### src/rtl/i2s_audio_port_defs.vh
`ifndef I2S_AUDIO_PORT_DEFS_VH
`define I2S_AUDIO_PORT_DEFS_VH

// ==========================================================
// Register offsets on the control channel
`define ADDR_OUT_FMT 8'h44
`define ADDR_MODE 8'h4a
`define ADDR_IN_FMT 8'h54
`define ADDR_LINK_MODE 8'h59
`define ADDR_STATUS 8'h5f

// ==========================================================
// Reset value and writable-bit masks (reserved bits stay zero)
`define REG_RST 8'h00
`define IN_FMT_MASK 8'hbf
`define MODE_MASK 8'ha4
`define OUT_FMT_MASK 8'h4f
`define LINK_MODE_MASK 8'hef

// ==========================================================
// Field positions
`define IN_MASTER 7
`define IN_LEN_HI 5
`define IN_LEN_LO 4
`define IN_WS_POL 3
`define IN_DELAY0 1
`define IN_RJ 0
`define MODE_PDN 7
`define MODE_RF 5
`define MODE_SPDIF 2
`define OUT_MUTE 6
`define OUT_WS_POL 3
`define OUT_FALL 2
`define OUT_DELAY0 1
`define OUT_RJ 0
`define LINK_RECONF 4
`define ST_OVERRUN 0
`define ST_PENDING 1
`define ST_MASTER 2

// ==========================================================
// Sample length codes and word widths
`define LEN_24 2'b10
`define BITS_24 6'd24
`define BITS_16 6'd16
`define SLOT_BITS 6'd32
`define SLOT_LAST 5'd31

// ==========================================================
// Timing: system clock and generated bit clock
`define CLK_PERIOD_NS 100
`define BCLK_PERIOD_NS 800
`define BCLK_HALF_CYC (`BCLK_PERIOD_NS / (2 * `CLK_PERIOD_NS))

`endif

### src/rtl/i2s_audio_port_config.v
// Summary of operation
// - Input clock-mode bit 7 clear: word select, bit clock and data are all inputs.
// - Bit 7 set: device drives word select and bit clock; source supplies data.
// - Input bits 5:4 pick 16 or 24-bit samples; bit 3 picks left polarity.
// - Input data valid on rising edge; bit 1 MSB delay; bit 0 justification.
// - Receiver audio port governed by mode register 0x4a and output format 0x44.
// - Mode register bit 7 powers the audio receiver down.
// - Mode bit 5 enables radio, bit 2 enables S/PDIF; other bits reserved.
// - Output bit 3 picks left polarity; bit 2 picks rising or falling valid edge.
// - Output bit 1 picks MSB delay; bit 0 picks left or right justification.
// - Mute bit 6 forces output samples to zero at once, no ramping.
// - A mute change acts immediately, without waiting for reconfiguration.
// - Other output changes wait until link mode bit 4 is written as one.
// - On link-locate the mode register contents are sent to the transmitter.
// - The remote transmitter reads and writes these registers over the control channel.
`timescale 1ns/10ps
`include "i2s_audio_port_defs.vh"

module i2s_audio_port_config #(
	parameter HALF_CYC = `BCLK_HALF_CYC,
	parameter DIV_W = 8,
	parameter BUF_DEPTH = 2
) (
	input wire clk,
	input wire rst_b,
	input wire [7:0] ctl_addr,
	input wire [7:0] ctl_wdata,
	input wire ctl_write,
	input wire ctl_read,
	output wire [7:0] ctl_rdata,
	input wire link_locate,
	output wire mode_report_valid,
	output wire [7:0] mode_report_data,
	output wire radio_enable,
	output wire spdif_enable,
	output wire rx_power_down,
	input wire in_bclk_i,
	output wire in_bclk_o,
	output wire in_bclk_oe,
	input wire in_ws_i,
	output wire in_ws_o,
	output wire in_ws_oe,
	input wire in_data_i,
	output wire in_sample_valid,
	input wire in_sample_ready,
	output wire [23:0] in_sample_data,
	output wire in_sample_left,
	input wire out_sample_valid,
	output wire out_sample_ready,
	input wire [23:0] out_sample_data,
	output wire out_bclk,
	output wire out_ws,
	output wire out_data
);

	// ==========================================================
	// Word extraction and bit selection helpers.
	// Samples are held MSB-aligned in 24 bits; 16-bit words sit in 23:8.
	function [23:0] pick_word;
		input [31:0] sh;
		input [5:0] n;
		input rj;
		input l24;
		reg [5:0] w;
		reg [31:0] t;
		begin
			w = l24 ? `BITS_24 : `BITS_16;
			if (rj || (n < w)) begin
				t = sh;
			end else begin
				t = sh >> (n - w);
			end
			pick_word = l24 ? t[23:0] : {t[15:0], 8'h00};
		end
	endfunction

	function out_bit;
		input [23:0] word;
		input [4:0] pos;
		input d1;
		input rj;
		input l24;
		reg [5:0] w;
		reg [5:0] off;
		reg [5:0] k;
		begin
			w = l24 ? `BITS_24 : `BITS_16;
			off = {5'h00, d1} + (rj ? (`SLOT_BITS - w) : 6'h00);
			k = {1'b0, pos} - off;
			if (({1'b0, pos} < off) || (k >= w)) begin
				out_bit = 1'b0;
			end else begin
				out_bit = word[5'd23 - k[4:0]];
			end
		end
	endfunction

	// ==========================================================
	// Registers.
	reg [7:0] in_fmt_ff;
	reg [7:0] mode_ff;
	reg [7:0] out_fmt_ff;
	reg [7:0] out_act_ff;
	reg [7:0] link_mode_ff;
	reg [7:0] rdata_ff;
	reg overrun_ff;
	reg report_v_ff;
	reg [7:0] report_d_ff;
	wire wr_in;
	wire wr_mode;
	wire wr_out;
	wire wr_link;
	wire wr_stat;
	wire reconf;
	wire in_master;
	wire pdn;
	wire [7:0] status;

	assign wr_in = ctl_write && (ctl_addr == `ADDR_IN_FMT);
	assign wr_mode = ctl_write && (ctl_addr == `ADDR_MODE);
	assign wr_out = ctl_write && (ctl_addr == `ADDR_OUT_FMT);
	assign wr_link = ctl_write && (ctl_addr == `ADDR_LINK_MODE);
	assign wr_stat = ctl_write && (ctl_addr == `ADDR_STATUS);
	assign reconf = wr_link && ctl_wdata[`LINK_RECONF];
	assign in_master = in_fmt_ff[`IN_MASTER];
	assign pdn = mode_ff[`MODE_PDN];
	assign status = {5'h00, in_master, (out_fmt_ff[3:0] != out_act_ff[3:0]), overrun_ff};

	// Control-channel register file; reserved bits are masked so they read zero.
	always @(posedge clk or negedge rst_b) begin
		if (!rst_b) begin
			in_fmt_ff <= `REG_RST;
			mode_ff <= `REG_RST;
			out_fmt_ff <= `REG_RST;
			out_act_ff <= `REG_RST;
			link_mode_ff <= `REG_RST;
			rdata_ff <= `REG_RST;
		end else begin
			if (wr_in) begin
				in_fmt_ff <= ctl_wdata & `IN_FMT_MASK;
			end
			if (wr_mode) begin
				mode_ff <= ctl_wdata & `MODE_MASK;
			end
			if (wr_out) begin
				out_fmt_ff <= ctl_wdata & `OUT_FMT_MASK;
			end
			if (wr_link) begin
				link_mode_ff <= ctl_wdata & `LINK_MODE_MASK;
			end
			// The format used by the serializer only moves on a reconfiguration.
			if (reconf) begin
				out_act_ff <= wr_out ? (ctl_wdata & `OUT_FMT_MASK) : out_fmt_ff;
			end
			if (ctl_read) begin
				case (ctl_addr)
					`ADDR_IN_FMT: rdata_ff <= in_fmt_ff;
					`ADDR_MODE: rdata_ff <= mode_ff;
					`ADDR_OUT_FMT: rdata_ff <= out_fmt_ff;
					`ADDR_LINK_MODE: rdata_ff <= link_mode_ff;
					`ADDR_STATUS: rdata_ff <= status;
					default: rdata_ff <= `REG_RST;
				endcase
			end
		end
	end

	// Mode report toward the transmitter during link-locate.
	always @(posedge clk or negedge rst_b) begin
		if (!rst_b) begin
			report_v_ff <= 1'b0;
			report_d_ff <= `REG_RST;
		end else begin
			report_v_ff <= link_locate;
			if (link_locate) begin
				report_d_ff <= mode_ff;
			end
		end
	end

	assign ctl_rdata = rdata_ff;
	assign mode_report_valid = report_v_ff;
	assign mode_report_data = report_d_ff;
	assign radio_enable = mode_ff[`MODE_RF];
	assign spdif_enable = mode_ff[`MODE_SPDIF];
	assign rx_power_down = mode_ff[`MODE_PDN];

	// ==========================================================
	// Bit clock and word select generator; its bit clock drives the output port, and the input port in master mode.
	reg [DIV_W-1:0] div_ff;
	reg gen_bclk_ff;
	reg gen_ws_ff;
	reg [4:0] gen_pos_ff;
	wire tick;
	wire rise_gen;
	wire fall_gen;

	assign tick = (div_ff == HALF_CYC[DIV_W-1:0] - 1'b1);
	assign rise_gen = tick & ~gen_bclk_ff;
	assign fall_gen = tick & gen_bclk_ff;

	// Word select changes on a falling edge once per slot.
	always @(posedge clk or negedge rst_b) begin
		if (!rst_b) begin
			div_ff <= {DIV_W{1'b0}};
			gen_bclk_ff <= 1'b0;
			gen_ws_ff <= 1'b0;
			gen_pos_ff <= 5'h00;
		end else begin
			div_ff <= tick ? {DIV_W{1'b0}} : div_ff + 1'b1;
			if (tick) begin
				gen_bclk_ff <= ~gen_bclk_ff;
			end
			if (fall_gen) begin
				gen_pos_ff <= gen_pos_ff + 5'h01;
				if (gen_pos_ff == `SLOT_LAST) begin
					gen_ws_ff <= ~gen_ws_ff;
				end
			end
		end
	end

	assign in_bclk_o = gen_bclk_ff;
	assign in_ws_o = gen_ws_ff;
	assign in_bclk_oe = in_master;
	assign in_ws_oe = in_master;

	// ==========================================================
	// Input capture: pins pass two flops; the generated clock is delayed to match.
	reg bclk_s1, bclk_s2, ws_s1, ws_s2, dat_s1, dat_s2;
	reg gb_d1, gb_d2, gw_d1, gw_d2;
	reg prev_bclk_ff;
	reg prev_ws_ff;
	reg [31:0] sh_ff;
	reg [5:0] cnt_ff;
	reg seen_ff;
	wire src_bclk;
	wire src_ws;
	wire rise;
	wire ws_chg;
	wire delay1;
	wire [31:0] full_sh;
	wire [5:0] full_cnt;
	wire [5:0] cnt_inc;
	wire push;
	wire buf_ready;
	wire [24:0] push_data;

	assign src_bclk = in_master ? gb_d2 : bclk_s2;
	assign src_ws = in_master ? gw_d2 : ws_s2;
	assign rise = src_bclk & ~prev_bclk_ff;
	assign ws_chg = rise && (src_ws != prev_ws_ff);
	assign delay1 = ~in_fmt_ff[`IN_DELAY0];
	assign cnt_inc = (cnt_ff == `SLOT_BITS) ? cnt_ff : cnt_ff + 6'h01;
	assign full_sh = delay1 ? {sh_ff[30:0], dat_s2} : sh_ff;
	assign full_cnt = delay1 ? cnt_inc : cnt_ff;
	assign push = ws_chg && seen_ff;
	assign push_data = {(prev_ws_ff == in_fmt_ff[`IN_WS_POL]),
		pick_word(full_sh, full_cnt, in_fmt_ff[`IN_RJ],
		in_fmt_ff[`IN_LEN_HI:`IN_LEN_LO] == `LEN_24)};

	// Synchronizers and capture shifter; the first partial word is dropped.
	always @(posedge clk or negedge rst_b) begin
		if (!rst_b) begin
			{bclk_s1, bclk_s2, ws_s1, ws_s2, dat_s1, dat_s2} <= 6'h00;
			{gb_d1, gb_d2, gw_d1, gw_d2} <= 4'h0;
			prev_bclk_ff <= 1'b0;
			prev_ws_ff <= 1'b0;
			sh_ff <= 32'h0000_0000;
			cnt_ff <= 6'h00;
			seen_ff <= 1'b0;
			overrun_ff <= 1'b0;
		end else begin
			bclk_s1 <= in_bclk_i;
			bclk_s2 <= bclk_s1;
			ws_s1 <= in_ws_i;
			ws_s2 <= ws_s1;
			dat_s1 <= in_data_i;
			dat_s2 <= dat_s1;
			gb_d1 <= gen_bclk_ff;
			gb_d2 <= gb_d1;
			gw_d1 <= gen_ws_ff;
			gw_d2 <= gw_d1;
			prev_bclk_ff <= src_bclk;
			if (rise) begin
				prev_ws_ff <= src_ws;
				if (ws_chg) begin
					seen_ff <= 1'b1;
					sh_ff <= delay1 ? 32'h0000_0000 : {31'h0000_0000, dat_s2};
					cnt_ff <= delay1 ? 6'h00 : 6'h01;
				end else begin
					sh_ff <= {sh_ff[30:0], dat_s2};
					cnt_ff <= cnt_inc;
				end
			end
			// A new overrun wins over a clear in the same cycle.
			if (push && !buf_ready) begin
				overrun_ff <= 1'b1;
			end else if (wr_stat && ctl_wdata[`ST_OVERRUN]) begin
				overrun_ff <= 1'b0;
			end
		end
	end

	// The serial source cannot stall, so the buffer absorbs reader hiccups.
	audio_sample_buffer #(
		.WIDTH(25),
		.DEPTH(BUF_DEPTH),
		.CNT_W(2)
	) u_in_buf (
		.clk(clk),
		.rst_b(rst_b),
		.wr_valid(push),
		.wr_ready(buf_ready),
		.wr_data(push_data),
		.rd_valid(in_sample_valid),
		.rd_ready(in_sample_ready),
		.rd_data({in_sample_left, in_sample_data})
	);

	// ==========================================================
	// Output serializer, on the generated clock; shift edge opposes valid edge.
	reg [4:0] ob_pos_ff;
	reg ob_left_ff;
	reg [23:0] cur_ff;
	reg [23:0] hold_ff;
	reg oready_ff;
	reg obclk_ff;
	reg ows_ff;
	reg odat_ff;
	wire shift_evt;
	wire load;
	wire [4:0] nxt_pos;
	wire nxt_left;
	wire [23:0] nxt_word;
	wire take;

	assign shift_evt = out_act_ff[`OUT_FALL] ? rise_gen : fall_gen;
	assign load = shift_evt && (ob_pos_ff == `SLOT_LAST);
	assign nxt_pos = ob_pos_ff + 5'h01;
	assign nxt_left = load ? ~ob_left_ff : ob_left_ff;
	assign nxt_word = load ? hold_ff : cur_ff;
	assign take = out_sample_valid && oready_ff;

	// Port is held quiet while powered down; mute clears data every cycle.
	always @(posedge clk or negedge rst_b) begin
		if (!rst_b) begin
			ob_pos_ff <= `SLOT_LAST;
			ob_left_ff <= 1'b0;
			cur_ff <= 24'h00_0000;
			hold_ff <= 24'h00_0000;
			oready_ff <= 1'b1;
			obclk_ff <= 1'b0;
			ows_ff <= 1'b0;
			odat_ff <= 1'b0;
		end else if (pdn) begin
			ob_pos_ff <= `SLOT_LAST;
			ob_left_ff <= 1'b0;
			obclk_ff <= 1'b0;
			ows_ff <= 1'b0;
			odat_ff <= 1'b0;
		end else begin
			obclk_ff <= tick ? ~gen_bclk_ff : gen_bclk_ff;
			if (shift_evt) begin
				ob_pos_ff <= nxt_pos;
				ob_left_ff <= nxt_left;
				cur_ff <= nxt_word;
				ows_ff <= nxt_left ? out_act_ff[`OUT_WS_POL] : ~out_act_ff[`OUT_WS_POL];
			end
			if (out_fmt_ff[`OUT_MUTE]) begin
				odat_ff <= 1'b0;
			end else if (shift_evt) begin
				odat_ff <= out_bit(nxt_word, nxt_pos, ~out_act_ff[`OUT_DELAY0],
					out_act_ff[`OUT_RJ], 1'b1);
			end
			// Underrun plays silence rather than repeating a stale word.
			if (take) begin
				hold_ff <= out_sample_data;
				oready_ff <= 1'b0;
			end else if (load) begin
				hold_ff <= 24'h00_0000;
				oready_ff <= 1'b1;
			end
		end
	end

	assign out_sample_ready = oready_ff;
	assign out_bclk = obclk_ff;
	assign out_ws = ows_ff;
	assign out_data = odat_ff;

endmodule

### src/rtl/audio_sample_buffer.v
`timescale 1ns/10ps
`include "i2s_audio_port_defs.vh"

// Shift-style buffer: the head entry is always mem[0], so the read side
// sees data straight from a flop.
module audio_sample_buffer #(
	parameter WIDTH = 25,
	parameter DEPTH = 2,
	parameter CNT_W = 2
) (
	input wire clk,
	input wire rst_b,
	input wire wr_valid,
	output wire wr_ready,
	input wire [WIDTH-1:0] wr_data,
	output wire rd_valid,
	input wire rd_ready,
	output wire [WIDTH-1:0] rd_data
);

	reg [WIDTH-1:0] mem [0:DEPTH-1];
	reg [CNT_W-1:0] cnt_ff;
	reg valid_ff;
	wire push;
	wire pop;
	wire [CNT_W-1:0] nxt_cnt;
	integer i;

	// ==========================================================
	// Handshakes and occupancy.
	assign pop = valid_ff & rd_ready;
	assign wr_ready = (cnt_ff < DEPTH);
	assign push = wr_valid & wr_ready;
	assign nxt_cnt = cnt_ff + {{(CNT_W-1){1'b0}}, push} - {{(CNT_W-1){1'b0}}, pop};
	assign rd_valid = valid_ff;
	assign rd_data = mem[0];

	// Entries move down on a pop; a push lands just above the survivors.
	always @(posedge clk or negedge rst_b) begin
		if (!rst_b) begin
			for (i = 0; i < DEPTH; i = i + 1) begin
				mem[i] <= {WIDTH{1'b0}};
			end
			cnt_ff <= {CNT_W{1'b0}};
			valid_ff <= 1'b0;
		end else begin
			for (i = 0; i < DEPTH; i = i + 1) begin
				if (push && (i == cnt_ff - pop)) begin
					mem[i] <= wr_data;
				end else if (pop && (i < DEPTH - 1)) begin
					mem[i] <= mem[i+1];
				end
			end
			cnt_ff <= nxt_cnt;
			valid_ff <= (nxt_cnt != {CNT_W{1'b0}});
		end
	end

endmodule

### config.mk
export PLATFORM = sky130hd
export DESIGN_NAME = i2s_audio_port_config
export DESIGN_NICKNAME = d
export VERILOG_FILES = /design/src/rtl/i2s_audio_port_config.v /design/src/rtl/audio_sample_buffer.v
export VERILOG_INCLUDE_DIRS = /design/src /design/src/rtl
export SDC_FILE = /design/constraint.sdc
export NUM_CORES = 1
export LEC_CHECK = 0
export ABC_AREA = 1
export BUFFER_PORTS_ARGS = -buffer_cell sky130_fd_sc_hd__buf_2
export CORE_ASPECT_RATIO = 2
export CORE_MARGIN = 3
export CORE_UTILIZATION = 38
export CTS_CLUSTER_SIZE = 28
export DETAILED_ROUTE_END_ITERATION = 6
export HOLD_SLACK_MARGIN = 0.1
export PLACE_DENSITY = 0.52
export SYNTH_ARGS = -nofsm -noshare
export SYNTH_HDL_FRONTEND = slang
export SYNTH_SLANG_ARGS = --single-unit
### constraint.sdc
create_clock -name clk -period 4.7 [get_ports clk]
set_input_delay 0.235 -clock clk [delete_from_list [all_inputs] [get_ports clk]]
set_output_delay 0.235 -clock clk [all_outputs]
set_load 0.02 [all_outputs]
# Yosys cells after proc, flatten, opt, wreduce, memory -nomap -nowiden
# Index checks and enable logic that the tools add are counted.
# Widths: inputs -> output; s select.
[op_classes] add_sub_neg=11 n_lt_le_gt_ge=5 eq_ne=14 n_shift=1 mux=42 bitwise_logic=12 n_reduce_logical=28
[op_table] cell="$mux 24" count=5
[op_table] cell="$mux 32" count=2
[op_table] cell="$mux 25" count=2
[op_table] cell="$eq 8x7->1 const B" count=5
[op_table] cell="$pmux 8 s5" count=1
[op_table] cell="$eq 1x32->1 const A" count=1
[op_table] cell="$logic_not 32->1" count=1
[op_table] cell="$shr 32x6->24" count=1
[op_table] cell="$mux 1" count=22
[op_table] cell="$mux 6" count=3
[op_table] cell="$mux 8" count=2
[op_table] cell="$logic_and 1x1->1" count=14
[op_table] cell="$add 5x1->5 const B" count=2
[op_table] cell="$eq 5x5->1 const B" count=2
[op_table] cell="$mux 5" count=2
[op_table] cell="$reduce_bool 2->1" count=5
[op_table] cell="$add 8x1->8 const B" count=1
[op_table] cell="$eq 8x2->1 const B" count=1
[op_table] cell="$mux 4" count=2
[op_table] cell="$reduce_and 2->1" count=4
[op_table] cell="$not 1->1" count=7
[op_table] cell="$add 6x1->6 const B" count=1
[op_table] cell="$eq 6x6->1 const B" count=1
[op_table] cell="$ge 6x5->1 const B" count=1
[op_table] cell="20 further kinds" count=25
[totals] regBits=219 input_bits=50 output_inout_bits=54 word_cells=153

# Logic depth before layout (Yosys ltp)
[depth] word_depth=11 depth_mapped=22 ltp_nobuf=21

# Hierarchy
# Synthesis repeated with hierarchy kept, for this count alone.
[unflattened] cells_unflattened=1731 area_unflattened_um2=12757.2
[by_module_without_submodules] mod="i2s_audio_port_config" n_inst=1 cells_per_inst=1378 area_per_inst_um2=9993.3 seq_area_each_um2=4086.4
[by_module_without_submodules] mod="audio_sample_buffer" n_inst=1 cells_per_inst=353 area_per_inst_um2=2763.9 seq_area_each_um2=1326.3

# Worst setup path before layout
# Ideal clock, no wire load.
[synth_path] kind="register -> register" from="register div_ff[0]" to="register odat_ff (netlist: out_data)" setup_ns=0.118 arrival_time_ns=2.773 setup_slack_ns=1.810 stages_incl_launch_ff=20 path_buffers=2 path_cell_list="dfrtp_1 -> ha_1 -> nand3_1 -> nor4_1 -> ha_1 -> buf_2 -> inv_1 -> o21ai_2 -> nand2_1 -> inv_2 -> buf_2 -> o21ai_0 -> nand2_1 -> nand3_1 -> nand4_1 -> o21ai_0 -> o211ai_1 -> nand2_1 -> nand3b_1 -> nand2_1"
[synth_between] elab_chain_cells=11 elab_cells_between_ends=13 classes_between="eq/ne (1); mux (8); bitwise (2); reduce/logical (2)"
[synth_lines] item="start, declared" line="i2s_audio_port_config.v:190" rtl="reg [DIV_W-1:0] div_ff;"
[synth_lines] item="start signal, assigned" line="i2s_audio_port_config.v:205" rtl="div_ff <= {DIV_W{1'b0}};"
[synth_lines] item="start signal, assigned" line="i2s_audio_port_config.v:210" rtl="div_ff <= tick ? {DIV_W{1'b0}} : div_ff + 1'b1;"
[synth_lines] item="$eq 8x2->1 (*)" line="i2s_audio_port_config.v:198" rtl="assign tick = (div_ff == HALF_CYC[DIV_W-1:0] - 1'b1);"
[synth_lines] item="$and 1x1->1 (*)" line="i2s_audio_port_config.v:200" rtl="assign fall_gen = tick & gen_bclk_ff;"
[synth_lines] item="net fall_gen" line="i2s_audio_port_config.v:196" rtl="wire fall_gen;"
[synth_lines] item="$mux 1 (*)" line="i2s_audio_port_config.v:338" rtl="assign shift_evt = out_act_ff[`OUT_FALL] ? rise_gen : fall_gen;"
[synth_lines] item="$logic_and 1x1->1" line="i2s_audio_port_config.v:339" rtl="assign load = shift_evt && (ob_pos_ff == `SLOT_LAST);"
[synth_lines] item="$mux 24" line="i2s_audio_port_config.v:342" rtl="assign nxt_word = load ? hold_ff : cur_ff;"
[synth_lines] item="$bmux 1 s5" line="i2s_audio_port_config.v:93" rtl="out_bit = word[5'd23 - k[4:0]];"
[synth_lines] item="$mux 1 (implied by the code)" line="i2s_audio_port_config.v:93"
[synth_lines] item="$mux 1" line="i2s_audio_port_config.v:90" rtl="if (({1'b0, pos} < off) || (k >= w)) begin"
[synth_lines] item="$mux 1" line="i2s_audio_port_config.v:372" rtl="end else if (shift_evt) begin"
[synth_lines] item="$mux 1" line="i2s_audio_port_config.v:370" rtl="if (out_fmt_ff[`OUT_MUTE]) begin"
[synth_lines] item="$mux 1" line="i2s_audio_port_config.v:356" rtl="end else if (pdn) begin"
[synth_lines] item="end signal, assigned" line="i2s_audio_port_config.v:373" rtl="odat_ff <= out_bit(nxt_word, nxt_pos, ~out_act_ff[`OUT_DELAY0],"
[synth_lines] item="end, declared" line="i2s_audio_port_config.v:330" rtl="reg odat_ff;"
# The timed path passes the listed nets; every way through them passes the cells marked *. The select of a mux whose other input is x is not followed.
# A chain may end at the register's enable or synchronous reset.

# Worst setup path after layout
# Same ends and word-level chain as after synthesis.

==> impl_metrics.csv <==
group,metric,value,unit
clocking,h-tree-depth,1,
global_routing,grt_pass1_vias,11300,
drt,ant_nets,0,
clocking,path_clk_slew,0.07,ns
setup_path,reg2reg_depth,16,
drt,dr.pass1.iters,6,
final_layout,antenna_cells,0,
clocking,cts_tree,"built",
job,cap_violations,0,
yosys,synth.avg_cell_area,7.50,um^2
final_layout,drive_above_1_share,12.1,%
timing,skew,0.0177,ns
yosys,synth_cells,1645,
pwr,sequentialPowerShare,33.4,%
pwr,ir_drop,0.340,mV
setup_path,critical_path.startpoint,"div_ff[0]",
drt,vias_per_cell,5.17,
setup_path,path_cells,"ha_1 -> nand3_1 -> nor4_1 -> ha_1 -> inv_1 -> o21ai_2 -> nand2_1 -> inv_2 -> o21ai_0 -> o21ai_0 -> o21ai_0 -> o21ai_0 -> nand4_1 -> nand2_1 -> nand3b_1 -> nand2_1",
final_layout,postLayoutCellArea,14100,um^2
pwr,combPwrFrac,40.1,%
clocking,post_cts_buffers,0,
pwr,p_int,3.83,mW
drt,drt-initial-drc-count,686,
die,io-pin-count,104,
global_routing,antenna_found_initial,0,
drt,drc,0,
yosys,yosysSeqAreaShare,43.9,%
global_routing,met3_usage,2.28,%
pwr,clockPowerShare,26.5,%
global_routing,grt_max_degree,103,
pwr,p_sw_share,41.5,%
clocking,cts-root-buf,"clkbuf_16",
yosys,synthArstFlopShare,100,%
setup_path,crit_cells,16,
timing,clock.fmax,259,MHz
clocking,cts_sinks,216,
setup_path,r2r_end,"out_data",
placement,io_buffers,98,
run_status,outcome,"finished, final reports clean",
clocking,cts_buffers,22,
die,die_area,34800,um^2
final_layout,num-fill-cells,3377,
setup_path,crit_end,"out_data",
yosys,synth.area.top_cells,"dfrtp_1 43%, nand2_1 15%, nand3_1 9.2%, o21ai_0 5.2%, inv_1 5.0%",
placement,finalWeightedCongestion,0.957,
placement,placed_area,13000,um^2
setup_path,crit_buf_inv,2,
die,die_height,261,um
global_routing,grt_pass1_wl,61400,um
final_layout,nets,1793,
yosys,yosys.cell_types.count,55,
timing,report.final.slew_viol_count,0,
setup_path,cp_max_fo,36,
clocking,clk_latency,0.53,ns
timing,hold_viol,0,
hold_path,hp-class,"input port to flop",
clocking,cts_buffer_depth,3,
drt,wire_per_inst,18.0,um
yosys,netlist_area,12300,um^2
setup_path,path_common_cell,"o21ai_0",
global_routing,grtUsageMet1,21.2,%
setup_path,crit_type,"flop to flop",
setup_path,crit_path_end_kind,"flop",
timing,layout_min_cycle_time,3.85,ns
global_routing,grtUsageTotal,22.5,%
die,die_w,133,um
setup_path,slowest_stage,"nor4_1",
die,rows,92,
yosys,ys_ff_latch,216,
setup_path,crit_family,"simple AND/OR/NAND/NOR gates",
timing,slew_headroom,17.8,%
hold_path,min_from,"ctl_write",
drt,drt_wl_total,38900,um
pwr,p_leak,6.92,nW
setup_path,rrSetupSlack,0.85,ns
setup_path,reg2reg_from,"div_ff[0]",
yosys,synth_top_cell_area_share,42.6,%
placement,post-dp-hpwl,29800,um
pwr,p_per_area,465,nW/um^2
yosys,synth_largest_area_cell,"dfrtp_1",
setup_path,critical_path_arrival,4.32,ns
setup_path,cp.required,5.17,ns
timing,setup_tns,0,ns
pwr,switchingPower,2.71,mW
drt,vias,11200,
yosys,synth_edf_count,0,
timing,rsz0062_at_grt,"false",
timing,period_share,82.0,%
die,start_util,38.8,%
hold_path,hold-path-cell-count,4,
timing,worst_pin_slew,1.22,ns
timing,finalSetupViolCount,0,
die,core_area,31800,um^2
global_routing,grt-busiest-layer,"met2",
yosys,synth_flop_cell,"dfrtp_1",
setup_path,startpoint_type,"flop",
yosys,synth_warnings,0,
final_layout,area_growth,14.0,%
global_routing,grtUsageMet2,44.2,%
global_routing,grt.overflow.total,0,
setup_path,max_stage_delay,0.58,ns
stage by stage:
stage	instances	hold WS (ns)	power, mW	setup WS (ns)	util (%)
after detailed placement	2085	0.342	4.79	0.808	40.8
after CTS	2163	0.184	6.59	0.817	44.3
after global routing	2163	0.262	7.01	0.293	44.3
final	2163	0.216	6.54	0.845	44.3
after floorplan	1649	-0.0606	4.03	1.81	-
after global placement	2085	0.343	4.79	0.885	40.8
power groups by stage:
stage / combinational, mW / sequential [mW] / clock, mW
CTS: 2.61 / 2.18 / 1.80
global route: 2.94 / 2.21 / 1.86
global placement: 2.58 / 2.22 / 0
detailed placement: 2.57 / 2.22 / 0
finish: 2.62 / 2.18 / 1.73
floorplan: 1.85 / 2.19 / 0
flip-flops by register name (all words and copies together), names as in the netlist, 4 cells and up:
name / count
out_act_ff: 4
ob_pos_ff: 5
hold_ff: 24
gen_pos_ff: 5
cur_ff: 24
out_fmt_ff: 5
div_ff: 8
u_in_buf.rd_data: 25
sh_ff: 32
ctl_rdata: 8
in_fmt_ff: 7
cnt_ff: 6
link_mode_ff: 7
u_in_buf.mem: 25
cell usage after synthesis, types with 8 or more instances:
master	instances
a21oi_1	34
a22o_1	13
buf_2	23
buf_4	33
clkbuf_1	40
dfrtp_1	210
ha_1	18
inv_1	165
mux2_2	9
nand2_1	481
nand2_2	8
nand3_1	228
nand3_2	8
nand4_1	11
nor2_1	57
nor3_1	8
o211ai_1	11
o21ai_0	127
o21ai_1	30
o22ai_1	39
xor2_1	16
how the worst min path moves through the flow:
stage / end / slack [ns]
2_1_floorplan: bclk_s1 / -0.06
3_3_place_gp: dat_s2 / 0.34
3_5_place_dp: gb_d2 / 0.34
4_1_cts: ctl_rdata[4] / 0.18
5_1_grt: ctl_rdata[4] / 0.26
6_report: out_fmt_ff[6] / 0.22
per-layer routing:
layer  share of wire [%]  wire, um
met1                  33     12800
met2                  56     21800
met3                 3.2      1250
met4                 7.9      3050
met5                   0         0
final cells by class:
class | instances | area [um^2] | share of cell area, %
Clock buffer | 34 | 667 | 4.74
Sequential cell | 216 | 5410 | 38.5
Timing Repair Buffer | 156 | 1050 | 7.44
Tap cell | 423 | 529 | 3.76
Multi-Input combinational cell | 1152 | 5700 | 40.6
Inverter | 177 | 664 | 4.73
Clock inverter | 5 | 37.5 | 0.267
repair_timing:
| action | 4_1_cts | 5_1_grt |
|---|---|---|
| hold buffers | 39 | 0 |
| resized for setup | 0 | 0 |
| hold endpoints to repair | 151 | 0 |
tightest hold or removal path, cell delays in order:
cell     delay (ns)
buf_2          0.09
nand2_1        0.19
nor2_1         0.14
a21oi_1        0.05
cell usage in the layout (no fill, tap or decap), drive strengths merged, types with 34 or more instances in the layout:
master       instances
o21ai              158
nand3              237
o22ai               39
dlygate4sd3         39
nand2              490
nor2                64
inv                172
buf                117
dfrtp              210
a21oi               35
clkbuf              34
logic make-up (layout without fill, tap and decap cells):
logic type / Yosys count / count (layout) / synth area share (%)
simple gates: 830 / 830 / 29.5
buf+inv: 281 / 372 / 10.1
compound gates: 268 / 268 / 12.3
flops: 216 / 216 / 43.9
xor+xnor: 21 / 21 / 1.49
fa+ha+maj: 18 / 18 / 1.83
mux: 10 / 10 / 0.902
other cells: 1 / 5 / 0.0304
Note: power is estimated with default switching activity, not from simulation.
